--- src/core/ebm_pkg.sv ---
// Constants, register map and state type of the external bus cycle sequencer.
// Assumes one 50 MHz system clock and an 8-bit register port with printed offsets.
// Notes on behaviour
// - Latch style bus states last 2 to 15 clocks
// - Muxed T1: address on data, select, latch pulse
// - Muxed read T2: address off, read strobe, request
// - Ready low before T3 inserts waits; T3 idle
// - Latch read: capture at T4 start, drop strobe
// - Muxed write T2: data replaces address, write strobe
// - Latch write: strobe off at T4, hold buses
// - Strobe style runs S0-S7; S5 changes nothing, S3 only turns on write data drive
// - Strobe read: direction high S0, address S1, strobes S2
// - S4 waits for acknowledge in whole-state steps
// - Entering S7 read: capture data, drop strobes
// - Strobe write: direction high S0, low at S2
// - Strobe write drives data bus from S3
// - Strobe write: data strobe at S4, same wait
// - Write S7: strobes off, direction high after S7
// - Style switch costs one clock, except to native
// - Memory select compares address 23:16 with low bound
// - I/O select compares address 15:8 with low bound
// - High bound limits memory selects only
// - Low bound registers reset to zero
// - High bound zero resets ones, others zero
// - State length field 1..15, zero invalid
// - Share bit multiplexes low address onto data, latch style only
// - Memory select compares address 23:16 with high bound
// - Io flag marks select as I/O select
package ebm_pkg;

  // ****************************************
  // Register map
  // ****************************************
  localparam int NUM_SEL = 4;
  localparam logic [7:0] OFS_LOW [NUM_SEL] = '{8'ha8, 8'hab, 8'hae, 8'hb1};
  localparam logic [7:0] OFS_HIGH [NUM_SEL] = '{8'ha9, 8'hac, 8'haf, 8'hb2};
  localparam logic [7:0] OFS_CFG [NUM_SEL] = '{8'hc0, 8'hc1, 8'hc2, 8'hc3};
  localparam logic [7:0] OFS_EN = 8'hc4;
  localparam logic [7:0] OFS_STAT = 8'hc5;

  // ****************************************
  // Reset values
  // ****************************************
  localparam logic [7:0] LOW_RST = 8'h00;
  localparam logic [7:0] HIGH0_RST = 8'hff;
  localparam logic [7:0] HIGH_RST = 8'h00;
  localparam logic [7:0] CFG_RST = 8'h02;
  localparam logic [3:0] EN_RST = 4'h0;

  // ****************************************
  // Configuration fields and codes
  // ****************************************
  localparam int CFG_STYLE_HI = 7;
  localparam int CFG_STYLE_LO = 6;
  localparam int CFG_SHARE = 5;
  localparam int CFG_IO = 4;
  localparam int CFG_LEN_HI = 3;
  localparam logic [1:0] STY_NATIVE = 2'h0;
  localparam logic [1:0] STY_LATCH = 2'h2;
  localparam logic [1:0] STY_STROBE = 2'h3;
  localparam logic [3:0] LEN_MIN = 4'h1;
  localparam logic [3:0] LEN_MIN_LATCH = 4'h2;

  // Sequencer states
  typedef enum logic [4:0] {
    ST_IDLE, ST_NATIVE, ST_GAP,
    ST_T1, ST_T2, ST_TW, ST_T3, ST_T4,
    ST_S0, ST_S1, ST_S2, ST_S3, ST_S4, ST_SW, ST_S5, ST_S6, ST_S7
  } ebm_state_e;

endpackage : ebm_pkg

--- src/core/ebm_state_timer.sv ---
// Counts the system clocks of one bus state.
// Assumes the sequencer holds run high while a timed state is in progress.
`timescale 1ns/10ps
module ebm_state_timer (
  // Clock and reset
  input wire logic mclk_i,
  input wire logic srst_i,
  // Control
  input wire logic run_i,
  input wire logic [3:0] len_i,
  // State position
  output logic last_o,
  output logic early_o
);

  logic [3:0] cnt_reg; // Clocks spent in the current state

  // Restart at every state boundary
  always_ff @(posedge mclk_i) begin
    if (srst_i || !run_i || last_o) begin
      cnt_reg <= 4'h0;
    end else begin
      cnt_reg <= cnt_reg + 4'h1;
    end
  end

  // Final clock of the state, and its first half
  assign last_o = run_i && (cnt_reg == len_i - 4'h1);
  assign early_o = cnt_reg < {1'b0, len_i[3:1]};

endmodule : ebm_state_timer

--- src/core/ebm_select_decode.sv ---
// Decodes an access address into one of four chip selects.
// Assumes bound and flag values come straight from the register file.
`timescale 1ns/10ps
module ebm_select_decode (
  // Access
  input wire logic [23:0] addr_i,
  input wire logic io_access_i,
  // Select setup
  input wire logic [3:0] en_i,
  input wire logic [3:0] io_flag_i,
  input wire logic [3:0][7:0] low_i,
  input wire logic [3:0][7:0] high_i,
  // Result
  output logic [3:0] hit_o,
  output logic [1:0] idx_o,
  output logic any_o
);

  // Lowest numbered matching select wins
  always_comb begin
    logic m;
    m = 1'b0;
    hit_o = 4'h0;
    idx_o = 2'h0;
    any_o = 1'b0;
    for (int i = 3; i >= 0; i--) begin
      if (io_flag_i[i]) begin
        m = io_access_i && (addr_i[15:8] == low_i[i]);
      end else begin
        m = !io_access_i && (addr_i[23:16] >= low_i[i])
          && (addr_i[23:16] <= high_i[i]);
      end
      if (en_i[i] && m) begin
        hit_o = 4'h0;
        hit_o[i] = 1'b1;
        idx_o = 2'(i);
        any_o = 1'b1;
      end
    end
  end

endmodule : ebm_select_decode

--- src/core/ebm_bus_sequencer.sv ---
// External bus cycle sequencer with four chip selects.
// Assumes one 50 MHz clock, a core that raises one request at a time,
// and pins that reach the outside world through the pad ring.
`timescale 1ns/10ps
module ebm_bus_sequencer (
  // Clock and reset
  input wire logic mclk_i,
  input wire logic srst_i,
  // Register port
  input wire logic [7:0] reg_addr_i,
  input wire logic [7:0] reg_wdata_i,
  input wire logic reg_wr_i,
  input wire logic reg_rd_i,
  output logic [7:0] reg_rdata_o,
  // Access request from the core
  input wire logic req_i,
  input wire logic req_write_i,
  input wire logic req_io_i,
  input wire logic [23:0] req_addr_i,
  input wire logic [7:0] req_wdata_i,
  output logic req_ready_o,
  output logic done_o,
  output logic [7:0] rdata_o,
  // External bus pins
  output logic [23:0] addr_o,
  output logic [7:0] data_o,
  output logic data_oe_o,
  input wire logic [7:0] data_i,
  output logic [3:0] select_n_o,
  output logic address_latch_pulse_o,
  output logic read_strobe_n_o,
  output logic write_strobe_n_o,
  output logic memory_request_n_o,
  output logic io_request_n_o,
  output logic address_strobe_n_o,
  output logic data_strobe_n_o,
  output logic read_not_write_o,
  input wire logic ready_i,
  input wire logic transfer_ack_n_i
);

  // ****************************************
  // Declarations
  // ****************************************
  logic [3:0][7:0] low_reg; // Low bound per select
  logic [3:0][7:0] high_reg; // High bound per select
  logic [7:0] cfg_reg [ebm_pkg::NUM_SEL]; // Style, share, io flag, length
  logic [3:0] en_reg; // Select enables
  logic [3:0] io_flag; // Io flag per select
  logic [7:0] rd_next; // Register read mux
  logic [7:0] data_meta_reg, data_sync_reg; // Data bus synchroniser
  logic ready_meta_reg, ready_sync_reg; // Ready synchroniser
  logic ack_meta_reg, ack_sync_reg; // Acknowledge synchroniser
  ebm_pkg::ebm_state_e state_reg, state_next; // Sequencer state
  logic [3:0] hit; // Decoded selects
  logic [1:0] hit_idx; // Index of decoded select
  logic hit_any; // Any select decoded
  logic [1:0] new_style; // Style of the offered request
  logic [1:0] last_style_reg; // Style of the previous access
  logic [1:0] cur_style_reg; // Style of the running access
  logic [3:0] cur_sel_reg; // Selects of the running access
  logic [3:0] cur_len_reg; // Clocks per state
  logic cur_share_reg, cur_write_reg, cur_io_reg; // Access kind
  logic [23:0] cur_addr_reg; // Access address
  logic [7:0] cur_wdata_reg; // Write data
  logic accept; // Request taken this cycle
  logic timed; // State runs on the timer
  logic tim_last, tim_early; // Timer position
  logic capture; // Read data taken this cycle
  logic [23:0] addr_next;
  logic [7:0] data_next;
  logic oe_next, ale_next, rd_n_next, wr_n_next, memory_request_n_next, io_request_n_next;
  logic as_n_next, ds_n_next, rnw_next;
  logic [3:0] sel_n_next;

  // Clamp the state length to the legal range of the style
  function automatic logic [3:0] eff_len(input logic [1:0] sty, input logic [3:0] len);
    eff_len = len;
    if (len == 4'h0) begin
      eff_len = ebm_pkg::LEN_MIN;
    end
    if (sty == ebm_pkg::STY_LATCH && eff_len < ebm_pkg::LEN_MIN_LATCH) begin
      eff_len = ebm_pkg::LEN_MIN_LATCH;
    end
  endfunction : eff_len

  // ****************************************
  // Register file
  // ****************************************
  // Software writes, one register per offset
  always_ff @(posedge mclk_i) begin
    if (srst_i) begin
      for (int i = 0; i < ebm_pkg::NUM_SEL; i++) begin
        low_reg[i] <= ebm_pkg::LOW_RST;
        high_reg[i] <= (i == 0) ? ebm_pkg::HIGH0_RST : ebm_pkg::HIGH_RST;
        cfg_reg[i] <= ebm_pkg::CFG_RST;
      end
      en_reg <= ebm_pkg::EN_RST;
    end else if (reg_wr_i) begin
      for (int i = 0; i < ebm_pkg::NUM_SEL; i++) begin
        if (reg_addr_i == ebm_pkg::OFS_LOW[i]) low_reg[i] <= reg_wdata_i;
        if (reg_addr_i == ebm_pkg::OFS_HIGH[i]) high_reg[i] <= reg_wdata_i;
        if (reg_addr_i == ebm_pkg::OFS_CFG[i]) cfg_reg[i] <= reg_wdata_i;
      end
      if (reg_addr_i == ebm_pkg::OFS_EN) en_reg <= reg_wdata_i[3:0];
    end
  end

  // Read mux; unmapped offsets read zero
  always_comb begin
    rd_next = 8'h00;
    for (int i = 0; i < ebm_pkg::NUM_SEL; i++) begin
      if (reg_addr_i == ebm_pkg::OFS_LOW[i]) rd_next = low_reg[i];
      if (reg_addr_i == ebm_pkg::OFS_HIGH[i]) rd_next = high_reg[i];
      if (reg_addr_i == ebm_pkg::OFS_CFG[i]) rd_next = cfg_reg[i];
    end
    if (reg_addr_i == ebm_pkg::OFS_EN) rd_next = {4'h0, en_reg};
    if (reg_addr_i == ebm_pkg::OFS_STAT) rd_next = {!req_ready_o, 1'b0, last_style_reg, cur_sel_reg};
  end

  // Read data stands for the one cycle after the strobe
  always_ff @(posedge mclk_i) begin
    if (srst_i) begin
      reg_rdata_o <= 8'h00;
    end else begin
      reg_rdata_o <= reg_rd_i ? rd_next : 8'h00;
    end
  end

  // ****************************************
  // Pin synchronisers
  // ****************************************
  always_ff @(posedge mclk_i) begin
    if (srst_i) begin
      data_meta_reg <= 8'h00;
      data_sync_reg <= 8'h00;
      ready_meta_reg <= 1'b1;
      ready_sync_reg <= 1'b1;
      ack_meta_reg <= 1'b1;
      ack_sync_reg <= 1'b1;
    end else begin
      data_meta_reg <= data_i;
      data_sync_reg <= data_meta_reg;
      ready_meta_reg <= ready_i;
      ready_sync_reg <= ready_meta_reg;
      ack_meta_reg <= transfer_ack_n_i;
      ack_sync_reg <= ack_meta_reg;
    end
  end

  // ****************************************
  // Select decode and request intake
  // ****************************************
  always_comb begin
    for (int i = 0; i < ebm_pkg::NUM_SEL; i++) io_flag[i] = cfg_reg[i][ebm_pkg::CFG_IO];
  end

  ebm_select_decode u_decode (
    .addr_i(req_addr_i),
    .io_access_i(req_io_i),
    .en_i(en_reg),
    .io_flag_i(io_flag),
    .low_i(low_reg),
    .high_i(high_reg),
    .hit_o(hit),
    .idx_o(hit_idx),
    .any_o(hit_any)
  );

  // Code 1 is not a supported style and runs as native
  always_comb begin
    new_style = hit_any ? cfg_reg[hit_idx][ebm_pkg::CFG_STYLE_HI:ebm_pkg::CFG_STYLE_LO] : ebm_pkg::STY_NATIVE;
    if (new_style != ebm_pkg::STY_LATCH && new_style != ebm_pkg::STY_STROBE) new_style = ebm_pkg::STY_NATIVE;
  end

  assign req_ready_o = (state_reg == ebm_pkg::ST_IDLE);
  assign accept = req_ready_o && req_i;

  // Latch the access when it is taken
  always_ff @(posedge mclk_i) begin
    if (srst_i) begin
      cur_style_reg <= ebm_pkg::STY_NATIVE;
      last_style_reg <= ebm_pkg::STY_NATIVE;
      cur_sel_reg <= 4'h0;
      cur_len_reg <= ebm_pkg::LEN_MIN;
      cur_share_reg <= 1'b0;
      cur_write_reg <= 1'b0;
      cur_io_reg <= 1'b0;
      cur_addr_reg <= 24'h000000;
      cur_wdata_reg <= 8'h00;
    end else if (accept) begin
      cur_style_reg <= new_style;
      last_style_reg <= new_style;
      cur_sel_reg <= hit;
      cur_len_reg <= eff_len(new_style, cfg_reg[hit_idx][ebm_pkg::CFG_LEN_HI:0]);
      cur_share_reg <= cfg_reg[hit_idx][ebm_pkg::CFG_SHARE];
      cur_write_reg <= req_write_i;
      cur_io_reg <= req_io_i;
      cur_addr_reg <= req_addr_i;
      cur_wdata_reg <= req_wdata_i;
    end
  end

  // ****************************************
  // Sequencer
  // ****************************************
  assign timed = !(state_reg inside {ebm_pkg::ST_IDLE, ebm_pkg::ST_NATIVE, ebm_pkg::ST_GAP});

  ebm_state_timer u_timer (
    .mclk_i(mclk_i),
    .srst_i(srst_i),
    .run_i(timed),
    .len_i(cur_len_reg),
    .last_o(tim_last),
    .early_o(tim_early)
  );

  // Next state
  always_comb begin
    state_next = state_reg;
    case (state_reg)
      ebm_pkg::ST_IDLE: begin
        if (req_i) begin
          if (new_style == ebm_pkg::STY_NATIVE) state_next = ebm_pkg::ST_NATIVE;
          else if (new_style != last_style_reg) state_next = ebm_pkg::ST_GAP;
          else if (new_style == ebm_pkg::STY_LATCH) state_next = ebm_pkg::ST_T1;
          else state_next = ebm_pkg::ST_S0;
        end
      end
      ebm_pkg::ST_NATIVE: state_next = ebm_pkg::ST_IDLE;
      // One spare clock before a new non-native style
      ebm_pkg::ST_GAP: begin
        state_next = (cur_style_reg == ebm_pkg::STY_LATCH) ? ebm_pkg::ST_T1 : ebm_pkg::ST_S0;
      end
      ebm_pkg::ST_T1: if (tim_last) state_next = ebm_pkg::ST_T2;
      ebm_pkg::ST_T2: if (tim_last) state_next = ready_sync_reg ? ebm_pkg::ST_T3 : ebm_pkg::ST_TW;
      ebm_pkg::ST_TW: if (tim_last && ready_sync_reg) state_next = ebm_pkg::ST_T3;
      ebm_pkg::ST_T3: if (tim_last) state_next = ebm_pkg::ST_T4;
      ebm_pkg::ST_T4: if (tim_last) state_next = ebm_pkg::ST_IDLE;
      ebm_pkg::ST_S0: if (tim_last) state_next = ebm_pkg::ST_S1;
      ebm_pkg::ST_S1: if (tim_last) state_next = ebm_pkg::ST_S2;
      ebm_pkg::ST_S2: if (tim_last) state_next = ebm_pkg::ST_S3;
      ebm_pkg::ST_S3: if (tim_last) state_next = ebm_pkg::ST_S4;
      ebm_pkg::ST_S4: if (tim_last) state_next = ack_sync_reg ? ebm_pkg::ST_SW : ebm_pkg::ST_S5;
      ebm_pkg::ST_SW: if (tim_last && !ack_sync_reg) state_next = ebm_pkg::ST_S5;
      ebm_pkg::ST_S5: if (tim_last) state_next = ebm_pkg::ST_S6;
      ebm_pkg::ST_S6: if (tim_last) state_next = ebm_pkg::ST_S7;
      ebm_pkg::ST_S7: if (tim_last) state_next = ebm_pkg::ST_IDLE;
      default: state_next = ebm_pkg::ST_IDLE;
    endcase
  end

  // State register
  always_ff @(posedge mclk_i) begin
    if (srst_i) state_reg <= ebm_pkg::ST_IDLE;
    else state_reg <= state_next;
  end

  // Read data is taken when T4 or S7 is entered
  assign capture = !cur_write_reg && (state_next != state_reg)
    && (state_next inside {ebm_pkg::ST_T4, ebm_pkg::ST_S7});

  // Completion pulse and read data
  always_ff @(posedge mclk_i) begin
    if (srst_i) begin
      done_o <= 1'b0;
      rdata_o <= 8'h00;
    end else begin
      done_o <= (state_reg != ebm_pkg::ST_IDLE) && (state_next == ebm_pkg::ST_IDLE);
      if (capture) rdata_o <= data_sync_reg;
    end
  end

  // ****************************************
  // Pin drive
  // ****************************************
  // Pin levels follow the state one clock later
  always_comb begin
    sel_n_next = 4'hf;
    addr_next = addr_o;
    data_next = cur_wdata_reg;
    oe_next = 1'b0;
    ale_next = 1'b0;
    rd_n_next = 1'b1;
    wr_n_next = 1'b1;
    memory_request_n_next = 1'b1;
    io_request_n_next = 1'b1;
    as_n_next = 1'b1;
    ds_n_next = 1'b1;
    rnw_next = 1'b1;
    case (state_reg)
      // Address phase with latch pulse in the first half
      ebm_pkg::ST_T1: begin
        sel_n_next = ~cur_sel_reg;
        addr_next = cur_addr_reg;
        ale_next = tim_early;
        if (cur_share_reg) begin
          oe_next = 1'b1;
          data_next = cur_addr_reg[7:0];
        end else begin
          oe_next = cur_write_reg;
        end
      end
      // Strobe phase; waits and T3 leave every pin as is
      ebm_pkg::ST_T2, ebm_pkg::ST_TW, ebm_pkg::ST_T3: begin
        sel_n_next = ~cur_sel_reg;
        addr_next = cur_addr_reg;
        rd_n_next = cur_write_reg;
        wr_n_next = !cur_write_reg;
        memory_request_n_next = cur_io_reg;
        io_request_n_next = !cur_io_reg;
        oe_next = cur_write_reg;
      end
      // Strobes off, buses held to the end
      ebm_pkg::ST_T4: begin
        sel_n_next = ~cur_sel_reg;
        addr_next = cur_addr_reg;
        oe_next = cur_write_reg;
      end
      // Direction high before the address
      ebm_pkg::ST_S0: begin
        sel_n_next = ~cur_sel_reg;
        rnw_next = 1'b1;
      end
      ebm_pkg::ST_S1: begin
        sel_n_next = ~cur_sel_reg;
        addr_next = cur_addr_reg;
      end
      // Address strobe active from S2 through S6; data strobe from S2 on a read, from S4 on a write
      ebm_pkg::ST_S2, ebm_pkg::ST_S3, ebm_pkg::ST_S4, ebm_pkg::ST_SW, ebm_pkg::ST_S5, ebm_pkg::ST_S6: begin
        sel_n_next = ~cur_sel_reg;
        addr_next = cur_addr_reg;
        as_n_next = 1'b0;
        rnw_next = !cur_write_reg;
        ds_n_next = cur_write_reg && (state_reg inside {ebm_pkg::ST_S2, ebm_pkg::ST_S3});
        oe_next = cur_write_reg && (state_reg != ebm_pkg::ST_S2);
      end
      // Strobes off; a write keeps direction low until S7 ends
      ebm_pkg::ST_S7: begin
        sel_n_next = ~cur_sel_reg;
        addr_next = cur_addr_reg;
        rnw_next = !cur_write_reg;
        oe_next = cur_write_reg;
      end
      default: ;
    endcase
  end

  // Registered pins
  always_ff @(posedge mclk_i) begin
    if (srst_i) begin
      addr_o <= 24'h000000;
      data_o <= 8'h00;
      data_oe_o <= 1'b0;
      select_n_o <= 4'hf;
      address_latch_pulse_o <= 1'b0;
      read_strobe_n_o <= 1'b1;
      write_strobe_n_o <= 1'b1;
      memory_request_n_o <= 1'b1;
      io_request_n_o <= 1'b1;
      address_strobe_n_o <= 1'b1;
      data_strobe_n_o <= 1'b1;
      read_not_write_o <= 1'b1;
    end else begin
      addr_o <= addr_next;
      data_o <= data_next;
      data_oe_o <= oe_next;
      select_n_o <= sel_n_next;
      address_latch_pulse_o <= ale_next;
      read_strobe_n_o <= rd_n_next;
      write_strobe_n_o <= wr_n_next;
      memory_request_n_o <= memory_request_n_next;
      io_request_n_o <= io_request_n_next;
      address_strobe_n_o <= as_n_next;
      data_strobe_n_o <= ds_n_next;
      read_not_write_o <= rnw_next;
    end
  end

  logic [3:0] dwell_reg; // Clocks spent in the current state
  always_ff @(posedge mclk_i) begin
    // A wait state that repeats itself starts a fresh bus state as well
    if (srst_i || state_next != state_reg
        || (tim_last && state_reg inside {ebm_pkg::ST_TW, ebm_pkg::ST_SW})) dwell_reg <= 4'h0;
    else dwell_reg <= dwell_reg + 4'h1;
  end
endmodule : ebm_bus_sequencer

--- config.mk ---
export PLATFORM = sky130hd
export DESIGN_NAME = ebm_bus_sequencer
export DESIGN_NICKNAME = d
export VERILOG_FILES = /design/src/core/ebm_pkg.sv /design/src/core/ebm_state_timer.sv /design/src/core/ebm_select_decode.sv /design/src/core/ebm_bus_sequencer.sv
export SDC_FILE = /design/constraint.sdc
export NUM_CORES = 1
export LEC_CHECK = 0
export BUFFER_PORTS_ARGS = -buffer_cell sky130_fd_sc_hd__clkbuf_2
export CAP_MARGIN = 15
export CELL_PAD_IN_SITES_DETAIL_PLACEMENT = 1
export CELL_PAD_IN_SITES_GLOBAL_PLACEMENT = 1
export CORE_ASPECT_RATIO = 0.9
export CORE_MARGIN = 4
export CORE_UTILIZATION = 30
export DETAILED_ROUTE_END_ITERATION = 6
export PLACE_DENSITY = 0.65
export SYNTH_ARGS = -nofsm -noshare
export SYNTH_HDL_FRONTEND = slang
export SYNTH_SLANG_ARGS = --single-unit
--- constraint.sdc ---
create_clock -name mclk_i -period 6.86 [get_ports mclk_i]
set_input_delay 0 -clock mclk_i [delete_from_list [all_inputs] [get_ports mclk_i]]
set_output_delay 0 -clock mclk_i [all_outputs]
set_load 0.01 [all_outputs]
==> results of run 1 <==
## cells in the mapped netlist, types with 5 or more instances
cell type  number  share of area
nand2_1       188          0.059
nor2_1        103          0.032
a211oi_1       15         0.0094
a31oi_1        13         0.0068
nand3b_1        9         0.0056
or3_1           5         0.0026
dfxtp_1       204           0.34
clkbuf_1       67          0.021
mux2i_1        74          0.062
inv_1          69          0.022
a22o_1         10         0.0073
a21oi_1       143          0.060
buf_2          10         0.0042
nand3_1        60          0.025
and2_1         31          0.016
edfxtp_1       32          0.080
o21ai_0        38          0.016
or2_2           5         0.0026
a222oi_1        7         0.0058
xnor2_1        33          0.024
nor2b_1        30          0.016
nand2b_1       32          0.017
nand4_1        20          0.010
a22oi_1         5         0.0031
ha_1           68          0.071
xor2_1          9         0.0066
nor3_1         18         0.0075
a21o_1          9         0.0056
## worst max path at each step
stage / startpoint / cells after the start / to / slack [ns]
after global placement: state_reg[4] / 7 / rdata_o[3] / 2.60
after floorplan: low_reg[16] / 14 / cur_len_reg[0] / 3.78
after global routing: state_reg[4] / 7 / rdata_o[6] / 2.24
final: state_reg[4] / 7 / rdata_o[6] / 2.57
after detailed placement: state_reg[4] / 7 / rdata_o[1] / 2.52
after CTS: state_reg[4] / 7 / rdata_o[6] / 2.43
## power by group
group          internal [mW]  switching [mW]  leakage [nW]  total [mW]
clock network          0.969           0.615         0.490        1.58
registers               1.43          0.0242          1.96        1.46
logic                 0.0961           0.170          3.34       0.266
total                   2.50           0.810          5.80        3.31
## area by class of cell
| type | instances | area, um2 |
|---|---|---|
| multi-input combinational | 1002 | 6367 |
| clock buffer | 43 | 848.3 |
| clock inverter | 9 | 152.6 |
| tap | 532 | 665.6 |
| fill | 4639 | 24900 |
| sequential | 236 | 5045 |
| timing repair buffer | 187 | 1220 |
| inverter | 69 | 259.0 |
## placed cells by master, fill, tap and decap left out, types with 30 or more instances in the layout
| cell | Yosys | routed |
|---|---|---|
| dfxtp_1 | 204 | 204 |
| nand2_1 | 188 | 187 |
| a21oi_1 | 143 | 142 |
| clkbuf_2 | 0 | 126 |
| nor2_1 | 103 | 103 |
| mux2i_1 | 74 | 74 |
| inv_1 | 69 | 69 |
| ha_1 | 68 | 68 |
| nand3_1 | 60 | 60 |
| dlygate4sd3_1 | 0 | 51 |
| o21ai_0 | 38 | 38 |
| xnor2_1 | 33 | 33 |
| nand2b_1 | 32 | 32 |
| edfxtp_1 | 32 | 32 |
| nor2b_1 | 30 | 30 |
| and2_1 | 31 | 30 |
## cells by family after synthesis
kind of cell | Yosys count | synth area share
AO/OA/AOI/OAI | 286 | 0.1498
XOR/XNOR | 42 | 0.03067
adder cells (fa/ha/maj) | 68 | 0.07094
buffers and inverters | 152 | 0.05018
flip-flops | 236 | 0.4206
multiplexers | 77 | 0.06457
AND/OR/NAND/NOR | 529 | 0.2132
## critical path: cells and delay by family, from the launching register on
family	cells	cell delay, ns
mux	1	0.31
compound gates	2	0.88
simple gates	4	2.51
flops	1	0.48
## per-layer routing
layer,share of wire,global-route usage,vias to the layer above
li1,-,-,5077
met1,0.46,0.2690,5296
met2,0.46,0.3186,290
met3,0.054,0.02977,62
met4,0.026,0.04657,2
met5,0.00016,0,-
## through the flow
step / instances / setup WS (ns) / utilization / hold WS, ns / area [um2]
2_1_floorplan: 1390 / 3.780 / - / 0.1038 / 11990
3_3_place_gp: 1975 / 2.600 / 0.3307 / 0.1866 / 13050
3_5_place_dp: 1975 / 2.524 / 0.3307 / 0.1892 / 13050
4_1_cts: 2078 / 2.427 / 0.3690 / 0.02166 / 14560
5_1_grt: 2078 / 2.240 / 0.3690 / 0.05748 / 14560
6_report: 2078 / 2.574 / 0.3690 / 0.06129 / 14560
==> flow_metrics.env, run 1 <==
export IMPL_synthArstFlopShare=0
export IMPL_hold_buffers=51
export IMPL_wl_per_cell_um=20.82
export IMPL_yosys_warnings=0
export IMPL_grt_max_degree=105
export IMPL_cts_root_buffer="clkbuf_16"
export IMPL_synth_ff_type="dfxtp_1"
export IMPL_synth_edf_count=32
export IMPL_route_antenna_remaining_nets=0
export IMPL_ff2ff_setup_slack_ns=2.57
export IMPL_cts_made_buffers=28
export IMPL_powerDensity_mw_per_mm2=227.2
export IMPL_std_cell_rows=69
export IMPL_cts_resized_gates=0
export IMPL_worst_setup_path_end_kind="register"
export IMPL_die_x_um=218.8
export IMPL_drc=0
export IMPL_fin_crit_sh=0.6248
export IMPL_finalClockSkew_ns=0.01504
export IMPL_cp_arrival_ns=4.77
export IMPL_die_height_um=197.7
export IMPL_setup_violations=0
export IMPL_cts_tree="yes"
export IMPL_maxSlewHeadroom=0.2534
export IMPL_first_pass_iters=5
export IMPL_vias_per_cell=5.162
export IMPL_worst_path_max_fanout=50
export IMPL_post_cts_buffers=0
export IMPL_ctsLongestPathBuffers=3
export IMPL_critical_path_slowest_cell="nand2_2"
export IMPL_r2r_start="state_reg[4]"
export IMPL_worst_setup_path_start_kind="register"
export IMPL_power_leakage_nw=5.797
export IMPL_worst_setup_path_type="register to register"
export IMPL_path_clk_slew_ns=0.06
export IMPL_max_stage_delay_ns=0.78
export IMPL_setup_tns_ns=0
export IMPL_antenna_cells=0
export IMPL_worstHoldEndpoint="high_reg[2]"
export IMPL_min_path_type="primary input to register"
export IMPL_die_area_mm2=0.04325
export IMPL_r2r_end="rdata_o[6]"
export IMPL_io_buffers=127
export IMPL_required_ns=7.34
export IMPL_grt_ovfl_total=0
export IMPL_ys_types=77
export IMPL_whs_path_depth=3
export IMPL_final_hold_violation_count=0
export IMPL_layout_min_cycle_time_ns=4.286
export IMPL_finalPower_mw=3.308
export IMPL_htree_levels=1
export IMPL_clock_latency_ns=0.57
export IMPL_tightestPinTransition_ns=1.117
export IMPL_grt_antenna_before_repair=1
export IMPL_wl_um=43270
export IMPL_max_cap_violations=0
export IMPL_synth_area_mm2=0.01199
export IMPL_cts_sinks=236
export IMPL_dp_hpwl_um=30140
export IMPL_rsz0062_at_grt="false"
export IMPL_status="complete, no violations"
export IMPL_area_growth_pct=21.37
export IMPL_vias=10727
export IMPL_crit_chain="nor3_2 -> nor3b_1 -> nand2_2 -> o311ai_1 -> a41o_1 -> and3_1 -> mux2i_1"
export IMPL_synth_seq_cells=236
export IMPL_synth_cells=1390
export IMPL_reg2reg_depth=7
export IMPL_syn_num_nets=1523
export IMPL_synth_avg_cell_area_um2=8.629
export IMPL_coreArea_mm2=0.03945
export IMPL_drive_gt1_frac=0.1358
export IMPL_clock_fmax_mhz=233.3
export IMPL_drtIter0Drc=807
export IMPL_ys_seq_area_frac=0.4206
export IMPL_min_from="reg_wdata_i[2]"
export IMPL_gr_usage_all_layers=0.1937
export IMPL_timing_final_max_slew_violations=0
export IMPL_place_gp_congestion=0.8933
export IMPL_initial_core_util=0.3040
export IMPL_grt_first_pass_wirelength_um=65090
export IMPL_irDropWorstVdd_v=0.0001351
export IMPL_nNetsFinal=1657
export IMPL_first_global_vias=10907
export IMPL_num_io_pins=128
(Power assumes the default switching activity.)
==> run 2, diff against run 1 <==
--- a/config.mk
+++ b/config.mk
@@ -5,6 +5,7 @@
 export SDC_FILE = /design/constraint.sdc
 export NUM_CORES = 1
 export LEC_CHECK = 0
+export ABC_AREA = 1
 export BUFFER_PORTS_ARGS = -buffer_cell sky130_fd_sc_hd__clkbuf_2
 export CAP_MARGIN = 15
 export CELL_PAD_IN_SITES_DETAIL_PLACEMENT = 1
@@ -13,7 +14,7 @@
 export CORE_MARGIN = 4
 export CORE_UTILIZATION = 30
 export DETAILED_ROUTE_END_ITERATION = 6
-export PLACE_DENSITY = 0.65
+export PLACE_DENSITY = 0.69
 export SYNTH_ARGS = -nofsm -noshare
 export SYNTH_HDL_FRONTEND = slang
 export SYNTH_SLANG_ARGS = --single-unit
==> constraint.sdc (replaced) <==
create_clock -name mclk_i -period 3.4 [get_ports mclk_i]
set_input_delay 0 -clock mclk_i [delete_from_list [all_inputs] [get_ports mclk_i]]
set_output_delay 0 -clock mclk_i [all_outputs]
set_load 0.01 [all_outputs]
==> run 2 against run 1 <==
Cell count increased by 12%. Clock skew decreased by 0.0048 ns. Combinational power increased by 120%. Design area increased by 1.4%. Area after synthesis decreased by 0.30%. Die area decreased by 0.29%.
==> flow_metrics.env, run 2 <==
export IMPL_std_cell_rows=69
export IMPL_first_pass_iters=7
export IMPL_cts_root_buffer="clkbuf_16"
export IMPL_area_growth_pct=23.43
export IMPL_required_ns=3.87
export IMPL_grt_ovfl_total=0
export IMPL_route_antenna_remaining_nets=0
export IMPL_maxSlewHeadroom=0.2901
export IMPL_critPathTopFamily="simple AND/OR/NAND/NOR gates"
export IMPL_fill_cells=4892
export IMPL_power_leakage_nw=6.207
export IMPL_cp_arrival_ns=3.68
export IMPL_path_clk_slew_ns=0.06
export IMPL_synth_cells=1601
export IMPL_synth_area_mm2=0.01196
export IMPL_synthSimpleGateAreaFrac=0.2216
export IMPL_nNetsFinal=1915
export IMPL_powerDensity_mw_per_mm2=425.1
export IMPL_synth_avg_cell_area_um2=7.469
export IMPL_finalNonFillerCells=2334
export IMPL_htree_levels=1
export IMPL_cts_tree="yes"
export IMPL_worst_path_max_fanout=11
export IMPL_vias=11593
export IMPL_finalPower_mw=6.273
export IMPL_synthMuxAreaShare=0
export IMPL_max_cap_violations=0
export IMPL_gr_usage_all_layers=0.1990
export IMPL_ys_top_cells_by_area="dfxtp_1, edfxtp_1, nor2_1, o21ai_0, ha_1"
export IMPL_drtIter0Drc=741
export IMPL_finish_utilization=0.3741
export IMPL_synth_most_common_cell="nor2_1"
export IMPL_die_height_um=197.4
export IMPL_clock_latency_ns=0.54
export IMPL_initial_core_util=0.3031
export IMPL_wl_per_cell_um=18.91
export IMPL_cts_sinks=236
export IMPL_irDropWorstVdd_v=0.0003489
export IMPL_cts_made_buffers=27
export IMPL_yosysTopAreaCellShare=0.3415
export IMPL_worst_setup_path_start_kind="register"
export IMPL_drc=0
export IMPL_first_global_vias=11872
export IMPL_synthArstFlopShare=0
export IMPL_finalClockSkew_ns=0.01021
export IMPL_fin_crit_sh=0.9423
export IMPL_yosys_area_share_adder=0.07115
export IMPL_worst_setup_path_end_kind="register"
export IMPL_synth_seq_cells=236
export IMPL_tightestPinTransition_ns=1.054
export IMPL_coreArea_mm2=0.03945
export IMPL_final_common_cell="nor2_1"
export IMPL_synth_top_family_by_area="simple AND/OR/NAND/NOR gates"
export IMPL_io_buffers=127
export IMPL_synth_ff_type="dfxtp_1"
export IMPL_die_x_um=218.4
export IMPL_layout_min_cycle_time_ns=3.204
export IMPL_grt_max_degree=51
export IMPL_r2r_start="low_reg[27]"
export IMPL_max_stage_delay_ns=0.34
export IMPL_yosys_warnings=0
export IMPL_wl_um=44130
export IMPL_drive_gt1_frac=0.1632
export IMPL_synth_compound_area_frac=0.1856
export IMPL_grt_antenna_before_repair=1
export IMPL_vias_per_cell=4.967
export IMPL_yosysTopAreaCell="dfxtp_1"
export IMPL_setup_violations=0
export IMPL_critPathBufInv=2
export IMPL_status="complete, no violations"
export IMPL_die_area_mm2=0.04312
export IMPL_min_path_type="primary input to register"
export IMPL_critPathLaunch="low_reg[27]"
export IMPL_critical_path_slowest_cell="dfxtp_2"
export IMPL_place_gp_congestion=0.9410
export IMPL_synthXorXnorAreaFrac=0.01025
export IMPL_setup_tns_ns=0
export IMPL_synth_commonest_cells="nor2_1, nand2_1, inv_1, dfxtp_1, o21ai_0"
export IMPL_ys_seq_area_frac=0.4219
export IMPL_worst_setup_path_type="register to register"
export IMPL_ys_types=52
export IMPL_grt_first_pass_wirelength_um=67410
export IMPL_min_from="req_addr_i[23]"
export IMPL_final_hold_violation_count=0
export IMPL_ctsLongestPathBuffers=3
export IMPL_num_io_pins=128
export IMPL_syn_num_nets=1734
export IMPL_synth_edf_count=32
export IMPL_layout_common_cells="nor2_1, inv_1, nand2_1"
export IMPL_dp_hpwl_um=33120
export IMPL_placed_cells=2228
export IMPL_clock_fmax_mhz=312.1
export IMPL_timing_final_max_slew_violations=0
[run 2: metal layers]
layer  up-vias  track usage  wire length [um]
met3        74      0.03568              2750
met2       333       0.3224             19780
li1       5663            -                 -
met4         0      0.05383              1220
met5         -            0                 0
met1      5523       0.2749             20380
[run 2: worst min-delay path: stages]
cell	delay, ns
clkbuf_2	0.25
o21ai_0	0.24
nor2_1	0.04
[run 2: final timing paths]
check,endpoint,depth (start not counted),slack [ns]
setup reg to reg,rdata_o[2],25,0.20
hold / removal,cur_addr_reg[23],3,0.06
hold reg to reg,select_n_o[0],1,0.39
setup / recovery,rdata_o[2],25,0.20
[run 2: kinds of logic (layout without fill, tap and decap cells)]
kind of cell    after synthesis  in the layout
fa+ha+maj                    68             68
compound gates              404            404
xor+xnor                     14             14
other cells                   0              1
flops                       236            236
simple gates                597            597
buf+inv                     282            482
[run 2: layout make-up]
cell class / count / area [um2] / share of cell area
clock inverters: 10 / 60.06 / 0.004069
inverters: 227 / 853.3 / 0.05782
flip-flops and latches: 236 / 5059 / 0.3427
repair buffers: 207 / 1396 / 0.09461
clock buffers: 38 / 757.0 / 0.05129
diodes: 1 / 2.502 / 0.0001695
well taps: 532 / 665.6 / 0.04510
multi-input cells: 1083 / 5966 / 0.4042
[run 2: metrics by stage]
stage	hold slack, ns	setup WS, ns	area (um2)
2_1_floorplan	0.1038	0.7155	11960
3_3_place_gp	0.1921	0.2216	13240
3_5_place_dp	0.1950	0.08791	13240
4_1_cts	0.01784	0.04728	14540
5_1_grt	0.05020	-0.05780	14760
6_report	0.05512	0.1962	14760
[run 2: timing repair]
item                       in CTS  in global routing
hold buffers                   49                  0
buffers inserted                0                  8
setup endpoints to repair       0                 10
hold endpoints to repair       66                  0
resized for setup               0                 37
[run 2: report_power, final]
group          internal, mW  switching, mW  leakage (nW)
combinational         0.209          0.382          3.84
clock                  1.55           1.18         0.395
sequential             2.90         0.0510          1.97
